## src/core/pstx_pkg.sv

```systemverilog
// package: constants, types and rule summary for the slot-to-line transmitter
// Behaviour
// [RULE1] slot select high picks strobe a, low picks strobe b
// [RULE2] outside party makes an eight-pulse strobe, rising on falling bit clock
// [RULE3] while strobe high, sample serial input on each bit clock rising edge, eight
// [RULE4] a complete captured octet moves into the holding latch
// [RULE5] line output timed only by the 256 kHz quarter-bit clock
// [RULE6] latch loads shifter only after previous eight coded bits are sent
// [RULE7] each data bit takes exactly four quarter-bit clock periods
// [RULE8] active low pattern: zero is 0101, one is 0011
// [RULE9] coded blocks alternate between positive and negative outputs
// [RULE10] both outputs active low, so line shows 1010 and 1100
// [RULE11] seventh and eighth bits go out on the same output
// [RULE12] alarm input high suppresses the violation, strict alternation kept
// [RULE13] slips repeat or delete whole octets only
// [RULE14] missing new octet: resend previous one, once per shortfall
// [RULE15] still nothing after the repeat: hold both outputs high
// [RULE16] new octet before transfer overwrites the held octet
// [RULE17] violation block marks the final bit of each word
// [RULE18] first sampled bit is sent first
// [RULE19] after reset outputs idle high with defined initial polarity
package pstx_pkg;
   localparam int unsigned OCTET_BITS = 8;
   localparam int unsigned QUARTERS_PER_BIT = 4;
   localparam logic [2:0] LAST_BIT_IDX = 3'h7;
   localparam logic [2:0] VIOL_FIRST_IDX = 3'h6;
   localparam logic [1:0] LAST_QUARTER = 2'h3;
   // active-low quarter patterns, first quarter in bit 3
   localparam logic [3:0] PAT_ZERO = 4'h5;
   localparam logic [3:0] PAT_ONE = 4'h3;
   localparam logic INIT_POL_POS = 1'b1;
   localparam logic [7:0] OCTET_RESET = 8'h00;

   // holding latch state
   typedef enum logic [1:0] {
      PSTX_HOLD_EMPTY = 2'b00, // nothing left to send, outputs idle once the current word ends
      PSTX_HOLD_NEW = 2'b01, // fresh octet waiting
      PSTX_HOLD_OLD = 2'b10 // last octet, may be repeated once
   } pstx_hold_e;

   // latched octet carrier
   typedef struct packed {
      logic valid;
      logic [7:0] data;
   } pstx_octet_s;
endpackage

```

## src/core/pstx_core.sv

```systemverilog
// transmitter: pcm time-slot capture to codirectional dual-rail line output
`timescale 1ns/1ns
`default_nettype none
module pstx_core #(
   parameter int unsigned SYNC_STAGES = 2
) (
   // system
   input wire logic clk_sys_i,
   input wire logic reset_n_i,
   // pcm side
   input wire logic pcm_serial_in_i,
   input wire logic pcm_bit_clock_i,
   input wire logic slot_strobe_a_i,
   input wire logic slot_strobe_b_i,
   input wire logic slot_strobe_select_i,
   // line side
   input wire logic line_quarter_bit_clock_i,
   input wire logic violation_inhibit_alarm_i,
   output logic line_pos_n_o,
   output logic line_neg_n_o
);
   // two-stage synchronisers for all pins except serial data
   logic [5:0] sync1_q;
   logic [5:0] sync2_q;
   logic [5:0] pins;
   assign pins = {violation_inhibit_alarm_i, line_quarter_bit_clock_i, slot_strobe_select_i,
                  slot_strobe_b_i, slot_strobe_a_i, pcm_bit_clock_i};
   always_ff @(posedge clk_sys_i or negedge reset_n_i) begin
      if (!reset_n_i) begin
         sync1_q <= 6'h00;
         sync2_q <= 6'h00;
      end else begin
         sync1_q <= pins;
         sync2_q <= sync1_q;
      end
   end
   // serial data needs one extra stage to line up with the bit clock path
   logic din1_q;
   logic din2_q;
   logic din3_q;
   always_ff @(posedge clk_sys_i or negedge reset_n_i) begin
      if (!reset_n_i) begin
         din1_q <= 1'b0;
         din2_q <= 1'b0;
         din3_q <= 1'b0;
      end else begin
         din1_q <= pcm_serial_in_i;
         din2_q <= din1_q;
         din3_q <= din2_q;
      end
   end

   // edge detection on synchronised clocks
   logic bclk_d1_q;
   logic qclk_d1_q;
   always_ff @(posedge clk_sys_i or negedge reset_n_i) begin
      if (!reset_n_i) begin
         bclk_d1_q <= 1'b0;
         qclk_d1_q <= 1'b0;
      end else begin
         bclk_d1_q <= sync2_q[0];
         qclk_d1_q <= sync2_q[4];
      end
   end
   wire bclk_rise = sync2_q[0] & ~bclk_d1_q;
   wire qclk_rise = sync2_q[4] & ~qclk_d1_q;
   wire alarm = sync2_q[5];
   // [RULE1] strobe select mux
   wire strobe_sel = sync2_q[3] ? sync2_q[1] : sync2_q[2];

   // input register: first sampled bit lands in bit 7
   logic [7:0] in_shift_q;
   logic [3:0] in_cnt_q;
   logic [7:0] in_shift_d;
   logic [3:0] in_cnt_d;
   // [RULE3] bits past the eighth refused until strobe drops
   wire sample = bclk_rise & strobe_sel & !in_cnt_q[3];
   // [RULE3] sample on bit clock rise in slot
   assign in_shift_d = sample ? {in_shift_q[6:0], din3_q} : in_shift_q;
   assign in_cnt_d = sample ? 4'(in_cnt_q + 4'h1) : (strobe_sel ? in_cnt_q : 4'h0);
   wire octet_done = sample & (in_cnt_q == 4'(pstx_pkg::OCTET_BITS - 1));
   always_ff @(posedge clk_sys_i or negedge reset_n_i) begin
      if (!reset_n_i) begin
         in_shift_q <= pstx_pkg::OCTET_RESET;
         in_cnt_q <= 4'h0;
      end else begin
         in_shift_q <= in_shift_d;
         in_cnt_q <= in_cnt_d;
      end
   end
   wire [7:0] captured = {in_shift_q[6:0], din3_q};

   // line timing: quarter and bit counters
   logic [1:0] qtr_q;
   logic [2:0] bit_q;
   logic run_q;
   wire block_end = qclk_rise & (qtr_q == pstx_pkg::LAST_QUARTER);
   wire word_end = block_end & (bit_q == pstx_pkg::LAST_BIT_IDX);
   wire need_load = qclk_rise & (!run_q | (word_end));

   // holding latch and repeat bookkeeping
   pstx_pkg::pstx_hold_e hold_q;
   pstx_pkg::pstx_hold_e hold_d;
   pstx_pkg::pstx_octet_s latch_q;
   logic [7:0] out_shift_q;
   logic [7:0] out_shift_d;
   logic run_d;
   logic load_ok;
   always_comb begin
      hold_d = hold_q;
      load_ok = 1'b0;
      if (need_load) begin
         case (hold_q)
            // [RULE14] repeat once then go idle
            pstx_pkg::PSTX_HOLD_NEW: begin
               load_ok = 1'b1;
               hold_d = pstx_pkg::PSTX_HOLD_OLD;
            end
            pstx_pkg::PSTX_HOLD_OLD: begin
               load_ok = 1'b1;
               hold_d = pstx_pkg::PSTX_HOLD_EMPTY;
            end
            pstx_pkg::PSTX_HOLD_EMPTY: hold_d = pstx_pkg::PSTX_HOLD_EMPTY;
            default: hold_d = pstx_pkg::PSTX_HOLD_EMPTY;
         endcase
      end
      // [RULE16] new capture overwrites; set wins over consumption
      if (octet_done) begin
         hold_d = pstx_pkg::PSTX_HOLD_NEW;
      end
   end
   // [RULE6] load shifter only at word end or from idle
   assign out_shift_d = (need_load & load_ok) ? latch_q.data :
                        (block_end ? {out_shift_q[6:0], 1'b0} : out_shift_q);
   // [RULE15] stop running when nothing left to send
   assign run_d = need_load ? load_ok : run_q;
   always_ff @(posedge clk_sys_i or negedge reset_n_i) begin
      if (!reset_n_i) begin
         hold_q <= pstx_pkg::PSTX_HOLD_EMPTY;
         latch_q <= '0;
      end else begin
         hold_q <= hold_d;
         // [RULE4] whole octet to holding latch
         if (octet_done) begin
            latch_q <= '{valid: 1'b1, data: captured};
         end
      end
   end

   // polarity: one rail per mark block; the violation repeats the previous rail
   logic cur_pos_q;
   // [RULE11] bits 7 and 8 share a polarity
   // [RULE17] violation on the final bit
   wire viol_now = (bit_q == pstx_pkg::VIOL_FIRST_IDX) & !alarm;
   // [RULE9] alternate the rail per block
   // [RULE12] alarm keeps strict alternation
   wire next_pos = (!need_load & viol_now) ? cur_pos_q : !cur_pos_q;
   wire pol_step = (need_load & load_ok) | (block_end & !word_end & run_q);
   always_ff @(posedge clk_sys_i or negedge reset_n_i) begin
      if (!reset_n_i) begin
         // [RULE19] defined start polarity
         cur_pos_q <= !pstx_pkg::INIT_POL_POS;
      end else if (pol_step) begin
         cur_pos_q <= next_pos;
      end
   end

   // shifter and run flag follow the holding latch
   always_ff @(posedge clk_sys_i or negedge reset_n_i) begin
      if (!reset_n_i) begin
         run_q <= 1'b0;
         out_shift_q <= pstx_pkg::OCTET_RESET;
      end else begin
         run_q <= run_d;
         out_shift_q <= out_shift_d;
      end
   end

   // quarter counter names the unit interval now on the line
   // [RULE7] four quarters per bit
   always_ff @(posedge clk_sys_i or negedge reset_n_i) begin
      if (!reset_n_i) begin
         qtr_q <= 2'h0;
      end else if (qclk_rise) begin
         qtr_q <= (need_load | !run_q) ? 2'h0 : 2'(qtr_q + 2'h1);
      end
   end

   // bit counter: position of the bit within the word
   always_ff @(posedge clk_sys_i or negedge reset_n_i) begin
      if (!reset_n_i) begin
         bit_q <= 3'h0;
      end else if (need_load) begin
         bit_q <= 3'h0;
      end else if (block_end) begin
         bit_q <= 3'(bit_q + 3'h1);
      end
   end

   // [RULE8] quarter pattern; [RULE18] msb first
   wire [3:0] pat = out_shift_q[7] ? pstx_pkg::PAT_ONE : pstx_pkg::PAT_ZERO;
   wire level = pat[2'h3 - qtr_q];
   // active-low rail: low only while running, on this rail, in an active quarter
   function automatic logic rail_n(input logic run, input logic on_rail, input logic lvl);
      rail_n = !(run & on_rail & !lvl);
   endfunction
   // [RULE5] outputs change only on quarter clock edges
   // [RULE10] active low rails, idle high
   always_ff @(posedge clk_sys_i or negedge reset_n_i) begin
      if (!reset_n_i) begin
         line_pos_n_o <= 1'b1;
         line_neg_n_o <= 1'b1;
      end else begin
         line_pos_n_o <= rail_n(run_q, cur_pos_q, level);
         line_neg_n_o <= rail_n(run_q, !cur_pos_q, level);
      end
   end

   // assertions
   // [RULE13] whole octets only: shifter loads at word end or from idle
   property p_load_at_boundary;
      @(posedge clk_sys_i) disable iff (!reset_n_i)
      (need_load & load_ok) |-> (!run_q | bit_q == pstx_pkg::LAST_BIT_IDX);
   endproperty
   a_load_at_boundary: assert property (p_load_at_boundary) else $error("mid-word load"); // [RULE13]
   property p_idle_high;
      @(posedge clk_sys_i) disable iff (!reset_n_i)
      !run_q ##1 !run_q |-> line_pos_n_o & line_neg_n_o;
   endproperty
   a_idle_high: assert property (p_idle_high) else $error("line not idle"); // [RULE15]
   property p_capture_sets_new;
      @(posedge clk_sys_i) disable iff (!reset_n_i)
      octet_done |=> hold_q == pstx_pkg::PSTX_HOLD_NEW && latch_q.valid
                     && latch_q.data == $past(captured);
   endproperty
   a_capture_sets_new: assert property (p_capture_sets_new) else $error("capture lost"); // [RULE4]
   property p_repeat_once;
      @(posedge clk_sys_i) disable iff (!reset_n_i)
      (need_load & hold_q == pstx_pkg::PSTX_HOLD_OLD & !octet_done)
      |=> hold_q == pstx_pkg::PSTX_HOLD_EMPTY;
   endproperty
   a_repeat_once: assert property (p_repeat_once) else $error("repeat not single"); // [RULE14]
   property p_one_rail;
      @(posedge clk_sys_i) disable iff (!reset_n_i)
      !(!line_pos_n_o & !line_neg_n_o);
   endproperty
   a_one_rail: assert property (p_one_rail) else $error("both rails active"); // [RULE9]
   property p_sample_count;
      @(posedge clk_sys_i) disable iff (!reset_n_i)
      sample |=> in_cnt_q == 4'($past(in_cnt_q) + 4'h1);
   endproperty
   a_sample_count: assert property (p_sample_count) else $error("bit count slip"); // [RULE3]
   property p_alarm_alternate;
      @(posedge clk_sys_i) disable iff (!reset_n_i)
      (block_end & run_q & !word_end & alarm) |=> cur_pos_q != $past(cur_pos_q);
   endproperty
   a_alarm_alternate: assert property (p_alarm_alternate) else $error("no alternation"); // [RULE12]
   property p_violation;
      @(posedge clk_sys_i) disable iff (!reset_n_i)
      (block_end & bit_q == pstx_pkg::VIOL_FIRST_IDX & !alarm) |=> cur_pos_q == $past(cur_pos_q);
   endproperty
   a_violation: assert property (p_violation) else $error("violation missing"); // [RULE11]

   // rails move only two cycles after a quarter clock rise
   property p_line_on_quarter;
      @(posedge clk_sys_i) disable iff (!reset_n_i)
      ($changed(line_pos_n_o) | $changed(line_neg_n_o)) |-> $past(qclk_rise, 2);
   endproperty
   a_line_on_quarter: assert property (p_line_on_quarter) else $error("line off quarter"); // [RULE5]

   // shifter takes the held octet and starts running
   property p_load_from_latch;
      @(posedge clk_sys_i) disable iff (!reset_n_i)
      (need_load & load_ok) |=> run_q && latch_q.valid && out_shift_q == $past(latch_q.data);
   endproperty
   a_load_from_latch: assert property (p_load_from_latch) else $error("bad load"); // [RULE6]

   // nothing starts while the latch is empty
   property p_idle_until_capture;
      @(posedge clk_sys_i) disable iff (!reset_n_i)
      (qclk_rise & !run_q & hold_q == pstx_pkg::PSTX_HOLD_EMPTY) |=> !run_q;
   endproperty
   a_idle_until_capture: assert property (p_idle_until_capture) else $error("start empty"); // [RULE15]

   // bit stays put for the inner quarters
   property p_shift_hold;
      @(posedge clk_sys_i) disable iff (!reset_n_i)
      (qclk_rise & run_q & !block_end) |=> out_shift_q == $past(out_shift_q)
                                            && bit_q == $past(bit_q);
   endproperty
   a_shift_hold: assert property (p_shift_hold) else $error("bit cut short"); // [RULE7]

   // running stops only at a word boundary
   property p_run_stops_at_word;
      @(posedge clk_sys_i) disable iff (!reset_n_i)
      (run_q & !run_d) |-> word_end;
   endproperty
   a_run_stops_at_word: assert property (p_run_stops_at_word) else $error("partial word"); // [RULE13]

   // coverage of the main scenarios
   c_octet: cover property (@(posedge clk_sys_i) disable iff (!reset_n_i) octet_done);
   c_repeat: cover property (@(posedge clk_sys_i) disable iff (!reset_n_i)
                             need_load & hold_q == pstx_pkg::PSTX_HOLD_OLD);
   c_overwrite: cover property (@(posedge clk_sys_i) disable iff (!reset_n_i)
                                octet_done & hold_q == pstx_pkg::PSTX_HOLD_NEW);
   c_alarm_word: cover property (@(posedge clk_sys_i) disable iff (!reset_n_i)
                                 word_end & alarm);
   c_idle_return: cover property (@(posedge clk_sys_i) disable iff (!reset_n_i)
                                  need_load & run_q & !load_ok);
endmodule
`default_nettype wire

```

## config.mk

```make
export PLATFORM = sky130hd
export DESIGN_NAME = pstx_core
export DESIGN_NICKNAME = d
export VERILOG_FILES = /design/src/core/pstx_pkg.sv /design/src/core/pstx_core.sv
export SDC_FILE = /design/constraint.sdc
export NUM_CORES = 1
export LEC_CHECK = 0
export BUFFER_PORTS_ARGS = -buffer_cell sky130_fd_sc_hd__buf_2
export CAP_MARGIN = 10
export CORE_AREA = 5 5 99 101
export CTS_BUF_LIST = sky130_fd_sc_hd__clkbuf_16
export DETAILED_ROUTE_END_ITERATION = 10
export DIE_AREA = 0 0 104 106
export GPL_TIMING_DRIVEN = 0
export MAX_ROUTING_LAYER = met4
export PLACE_DENSITY = 0.47
export SETUP_SLACK_MARGIN = 0.15
export SYNTH_ARGS = -nofsm -noshare
export SYNTH_HDL_FRONTEND = slang
export SYNTH_SLANG_ARGS = --single-unit
```

## constraint.sdc

```tcl
create_clock -name clk_sys_i -period 1.7 [get_ports clk_sys_i]
set_input_delay 0.34 -clock clk_sys_i [delete_from_list [all_inputs] [get_ports clk_sys_i]]
set_output_delay 0.34 -clock clk_sys_i [all_outputs]
set_load 0.1 [all_outputs]
```

==> results of run 1 <==
==> stage by stage <==
stage | cell area (um2) | hold slack, ns | total power, mW
3_5_place_dp | 2340 | 0.3010 | 1.631
2_1_floorplan | 2131 | 0.04441 | 1.559
3_3_place_gp | 2320 | 0.3319 | 1.622
6_report | 2721 | 0.1497 | 2.790
4_1_cts | 2596 | 0.1400 | 2.831
5_1_grt | 2721 | 0.1293 | 2.932
==> synthesized netlist by cell type (all sizes together) <==
master	number
nand2b	3
a21oi	2
and4b	1
a221oi	1
xnor2	3
nand3	1
ha	6
nor3b	1
inv	5
nor2	11
o31ai	1
dfrtp	53
nor3	2
nand2	14
mux2i	12
a21boi	1
mux2	15
xor2	1
a21o	2
dfstp	2
nand3b	2
buf	3
o21ai	12
==> state kept, by name (all words and copies together) (netlist names), 2 cells and up <==
| name | flops |
|---|---|
| out_shift_q | 8 |
| latch_q | 8 |
| in_cnt_q | 4 |
| in_shift_q | 7 |
| sync2_q | 6 |
| sync1_q | 6 |
| qtr_q | 2 |
| hold_q | 2 |
| bit_q | 3 |
==> critical path, stage by stage, from the launching register on <==
cell and delay (ns):
dfrtp_1 0.41, mux2i_4 0.21, nand2b_4 0.15, buf_6 0.14
nor2_8 0.17, mux2_4 0.31
==> where the power goes <==
part / internal [mW] / switching [mW] / leakage, nW / total (mW)
logic: 0.0908 / 0.0638 / 0.478 / 0.155
clock network: 0.703 / 0.471 / 0.0844 / 1.17
registers: 1.40 / 0.0589 / 0.710 / 1.46
total: 2.20 / 0.593 / 1.27 / 2.79
==> cell type report <==
| class | instances | area share |
|---|---|---|
| Tap cell | 111 | 0.05103 |
| Multi-Input combinational cell | 92 | 0.3044 |
| Timing Repair Buffer | 21 | 0.05655 |
| Buffer | 3 | 0.01103 |
| Clock buffer | 5 | 0.04598 |
| Clock inverter | 3 | 0.01747 |
| Sequential cell | 55 | 0.5067 |
| Inverter | 5 | 0.006897 |
==> path summary, 6_finish.rpt <==
path	end	startpoint	slack, ns
worst max-delay path	latch_q[4]	sync2_q[3]	0.19
max in group asynchronous	in_shift_q[5]	reset_n_i	0.65
worst max register to register	latch_q[4]	sync2_q[3]	0.19
worst min register to register	sync2_q[3]	sync1_q[3]	0.35
min in group asynchronous	out_shift_q[0]	reset_n_i	0.51
worst min-delay path	sync1_q[1]	slot_strobe_a_i	0.15
==> logic make-up after synthesis <==
kind of cell	after synthesis	share of synthesized area
buffers and inverters	8	0.02172
and+or+nand+nor	35	0.09043
DFF	55	0.6471
AOI/OAI and AO/OA	19	0.05168
xor gates and xnor gates	4	0.01644
adders and majority gates	6	0.03523
muxes	27	0.1374
==> per-layer routing <==
| layer | vias up | global-route usage | share of wire | routed length, um |
|---|---|---|---|---|
| li1 | 591 | - | - | - |
| met1 | 576 | 0.08314 | 0.48 | 1597 |
| met2 | 14 | 0.09244 | 0.47 | 1570 |
| met3 | 2 | 0.02186 | 0.036 | 118 |
| met4 | 0 | 0.03330 | 0.0090 | 30 |
| met5 | - | - | 0 | 0 |
==> what timing repair did <==
item | CTS | global route
hold endpoints to repair | 14 | 0
gates cloned | 0 | 3
resized for setup | 8 | 19
pin swaps | 5 | 7
buffers inserted | 6 | 1
hold buffers | 1 | 0
setup endpoints to repair | 25 | 27
==> flow_metrics.tcl, run 1 <==
set metrics [dict create \
    status "completed" \
    tns_ns 0 \
    worstPathRequired_ns 1.88 \
    ys_seq_elements 55 \
    cts_tree "built" \
    clk_latency_ns 0.29 \
    drive_above_1_share 0.3424 \
    initial_core_util 0.2385 \
    grt_pass1_wl_mm 5.623 \
    io_buffers 10 \
    overflow 0 \
    post-place-ws_ns 0.04177 \
    grt_pass1_vias 1170 \
    cts.sinks 55 \
    clockRootBuffer "clkbuf_16" \
    antenna_found_initial 0 \
    worst_clock_skew_ns 0.005139 \
    startpoint_type "flip-flop" \
    worst_pin_slew_ns 0.4373 \
    grt_max_degree 40 \
    worstHoldPathType "in2reg" \
    drc 0 \
    synth_top_area_frac 0.6224 \
    p_leak_nw 1.273 \
    instances_no_fill 295 \
    cts_buffer_depth 2 \
    dp_cells 276 \
    regArea_um2 1379 \
    worst-setup-path-type "reg2reg" \
    final_nets 198 \
    final_common_cell "dfrtp_1" \
    totalWireLength_mm 3.316 \
    rows 35 \
    critPathArrivalTime_ns 1.69 \
    max_cap_viol_count 0 \
    syn-instance-count 154 \
    multi_input_area_um2 828.3 \
    syn_area_per_cell_um2 13.84 \
    cts_made_buffers 5 \
    core_um2 8934 \
    vias_per_cell 4.010 \
    yosys.area.top_type "dfrtp_1" \
    finalCriticalPeriod_ns 1.515 \
    ys_types 28 \
    antenna_cells 0 \
    die_h_um 106 \
    area_growth_pct 27.72 \
    drtPass1Iterations 4 \
    relSlewSlack 0.7085 \
    design.portCount 11 \
    fin_util 0.3046 \
    cts.clk_slew.worst_paths_ns 0.07 \
    crit_path_end_kind "flip-flop" \
    syn_area_um2 2131 \
    fillerInstances 939 \
    setup-violations-final 0 \
    syn_nets 169 \
    track_usage 0.06530 \
    dieArea_um2 11020 \
    finalMaxSlewViolations 0 \
    wire_per_inst_um 11.24 \
    synthTopCellsByArea "dfrtp_1 (62%), mux2_2 (7.9%), mux2i_1 (5.2%), ha_1 (3.5%), o21ai_0 (2.8%)" \
    max_freq_mhz 660.2 \
    ant_nets 0 \
    hold_depth 1 \
    ctsHtreeMaxLevel 2 \
    ir_worst_vdd_mv 0.4896 \
    yosysSeqAreaShare 0.6471 \
    yosys_warnings 0 \
    vias 1183 \
    die_w_um 104 \
    layout_common_cells "dfrtp_1 (53), nand2_1 (14), mux2i_1 (11), o21ai_0 (11), buf_4 (10)" \
    hold_violations 0 \
    r2r.worst_path.cells 5 \
    rsz0062_at_grt "yes" \
    worstPathMaxFanout 5 \
    p_per_area_nw_per_um2 1025 \
    gp_congestion 0.6902 \
    dp_hpwl_mm 2.126 \
    setup_slack_ns 0.1854 \
    post-route-period-util 0.8910 \
    first_iter_violations 31 \
]
Note: power is estimated with default switching activity, not from simulation.
==> run 2: changes to the inputs <==
--- a/config.mk
+++ b/config.mk
@@ -12,7 +12,6 @@
 export DETAILED_ROUTE_END_ITERATION = 10
 export DIE_AREA = 0 0 104 106
 export GPL_TIMING_DRIVEN = 0
-export MAX_ROUTING_LAYER = met4
 export PLACE_DENSITY = 0.47
 export SETUP_SLACK_MARGIN = 0.15
 export SYNTH_ARGS = -nofsm -noshare
==> run 2 against run 1 <==
Design area is the same; non-clock buffer count is the same; flip-flop and latch count is the same; critical endpoint unchanged; hold slack is essentially flat; global-route usage shrank 0.18 points; wire length is essentially flat; combinational power is essentially flat.
==> flow_metrics.tcl, run 2 (same netlist as run 1, synthesis figures left out) <==
set metrics [dict create \
    ant_nets 0 \
    wire_per_inst_um 11.24 \
    drc 0 \
    worst_clock_skew_ns 0.004864 \
    grt_pass1_wl_mm 5.616 \
    largest_registers "latch_q: 8 flops, out_shift_q: 8 flops, in_shift_q: 7 flops" \
    max_freq_mhz 659.0 \
    vias 1186 \
    p_per_area_nw_per_um2 1025 \
    status "completed" \
    drive_above_1_share 0.3424 \
    cp-endpoint "latch_q[4]" \
    fillerInstances 939 \
    route.met3.wl_um 118 \
    core_um2 8934 \
    max_cap_viol_count 0 \
    io_buffers 10 \
    clockRootBuffer "clkbuf_16" \
    p_leak_nw 1.273 \
    initial_core_util 0.2385 \
    worst-setup-path-type "reg2reg" \
    overflow 0 \
    die_w_um 104 \
    drtPass1Iterations 4 \
    r2r_start "sync2_q[3]" \
    r2r.worst_path.cells 5 \
    ff2ff_setup_slack_ns 0.18 \
    dieArea_um2 11020 \
    clk_latency_ns 0.29 \
    grt_pass1_vias 1169 \
    finalMaxSlewViolations 0 \
    area_growth_pct 27.72 \
    worstPathMaxFanout 5 \
    final_nets 198 \
    cts_tree "built" \
    cts.clk_slew.worst_paths_ns 0.07 \
    first_iter_violations 30 \
    wl_met2_mm 1.585 \
    rows 35 \
    tns_ns 0 \
    cts_made_buffers 5 \
    antenna_cells 0 \
    post-route-period-util 0.8926 \
    cts_buffer_depth 2 \
    design.portCount 11 \
    dpl_cell_area_um2 2340 \
    dp_hpwl_mm 2.126 \
    rsz0062_at_grt "yes" \
    die_h_um 106 \
    relSlewSlack 0.7085 \
    track_usage 0.06353 \
    worstPathRequired_ns 1.88 \
    layout_common_cells "dfrtp_1 (53), nand2_1 (14), mux2i_1 (11), o21ai_0 (11), buf_4 (10)" \
    cts.sinks 55 \
    critPathArrivalTime_ns 1.69 \
    wl_met1_mm 1.582 \
    setup-violations-final 0 \
    cp-startpoint "sync2_q[3]" \
    grt_max_degree 40 \
    worst_pin_slew_ns 0.4373 \
    gp_congestion 0.6832 \
    final_common_cell "dfrtp_1" \
    regArea_um2 1379 \
    ctsHtreeMaxLevel 2 \
    antenna_found_initial 0 \
    worstHoldPathType "in2reg" \
    fin_util 0.3046 \
    vias_per_cell 4.020 \
    hold_violations 0 \
    ir_worst_vdd_mv 0.4890 \
    multi_input_area_um2 828.3 \
    final_cell_area_um2 2721 \
    startpoint_type "flip-flop" \
    crit_path_end_kind "flip-flop" \
    worstReg2RegEnd "latch_q[4]" \
    totalWireLength_mm 3.317 \
    dr.max_layer_used "met4" \
    finalCriticalPeriod_ns 1.517 \
]
-- run 2: cell counts in the layout (fill, tap and decap cells not counted) --
Identical to the previous run, type by type.
-- run 2: per-stage QoR --
step	total power, mW	setup WS [ns]	hold slack [ns]	instances
floorplan	1.559	0.1857	0.04441	154
global placement	1.622	0.05010	0.3319	275
detailed placement	1.631	0.04177	0.3010	276
CTS	2.831	0.1199	0.1400	291
global route	2.932	0.1159	0.1288	295
finish	2.790	0.1825	0.1496	295
-- run 2: area by class of cell --
type / count / area share
buffer: 3 / 0.01103
clock buffer: 5 / 0.04598
multi-input combinational: 92 / 0.3044
tap: 111 / 0.05103
timing repair buffer: 21 / 0.05655
clock inverter: 3 / 0.01747
sequential: 55 / 0.5067
inverter: 5 / 0.006897
-- run 2: where the power goes --
part	switching (mW)	total, mW	internal [mW]
Sequential	0.0591	1.46	1.40
Clock	0.470	1.17	0.703
Combinational	0.0640	0.155	0.0908
Total	0.593	2.79	2.20
-- run 2: worst min-delay path by stage --
stage	from	endpoint	depth (start not counted)
floorplan	reset_n_i	bclk_d1_q	0
global placement	sync1_q[3]	sync2_q[3]	0
detailed placement	reset_n_i	bit_q[2]	1
CTS	slot_strobe_b_i	sync1_q[2]	1
global route	pcm_serial_in_i	din1_q	1
finish	slot_strobe_select_i	sync1_q[3]	1
-- run 2: critical path: stages, from the launching register on --
cell      delay (ns)
dfrtp_1         0.41
mux2i_4         0.21
nand2b_4        0.15
buf_6           0.14
nor2_8          0.17
mux2_4          0.31
-- run 2: repair_timing --
action,in CTS,in global routing
hold endpoints to repair,14,0
gates resized for setup,8,19
setup buffers,6,1
cloned,0,3
hold buffers,1,0
pin swaps,5,7
endpoints found under the setup margin,25,27
-- run 2: per-layer routing --
layer  up-vias  GRT usage
met3         2    0.02186
met2        14    0.09244
met5         -          0
li1        591          -
met1       579    0.08314
met4         0    0.03330
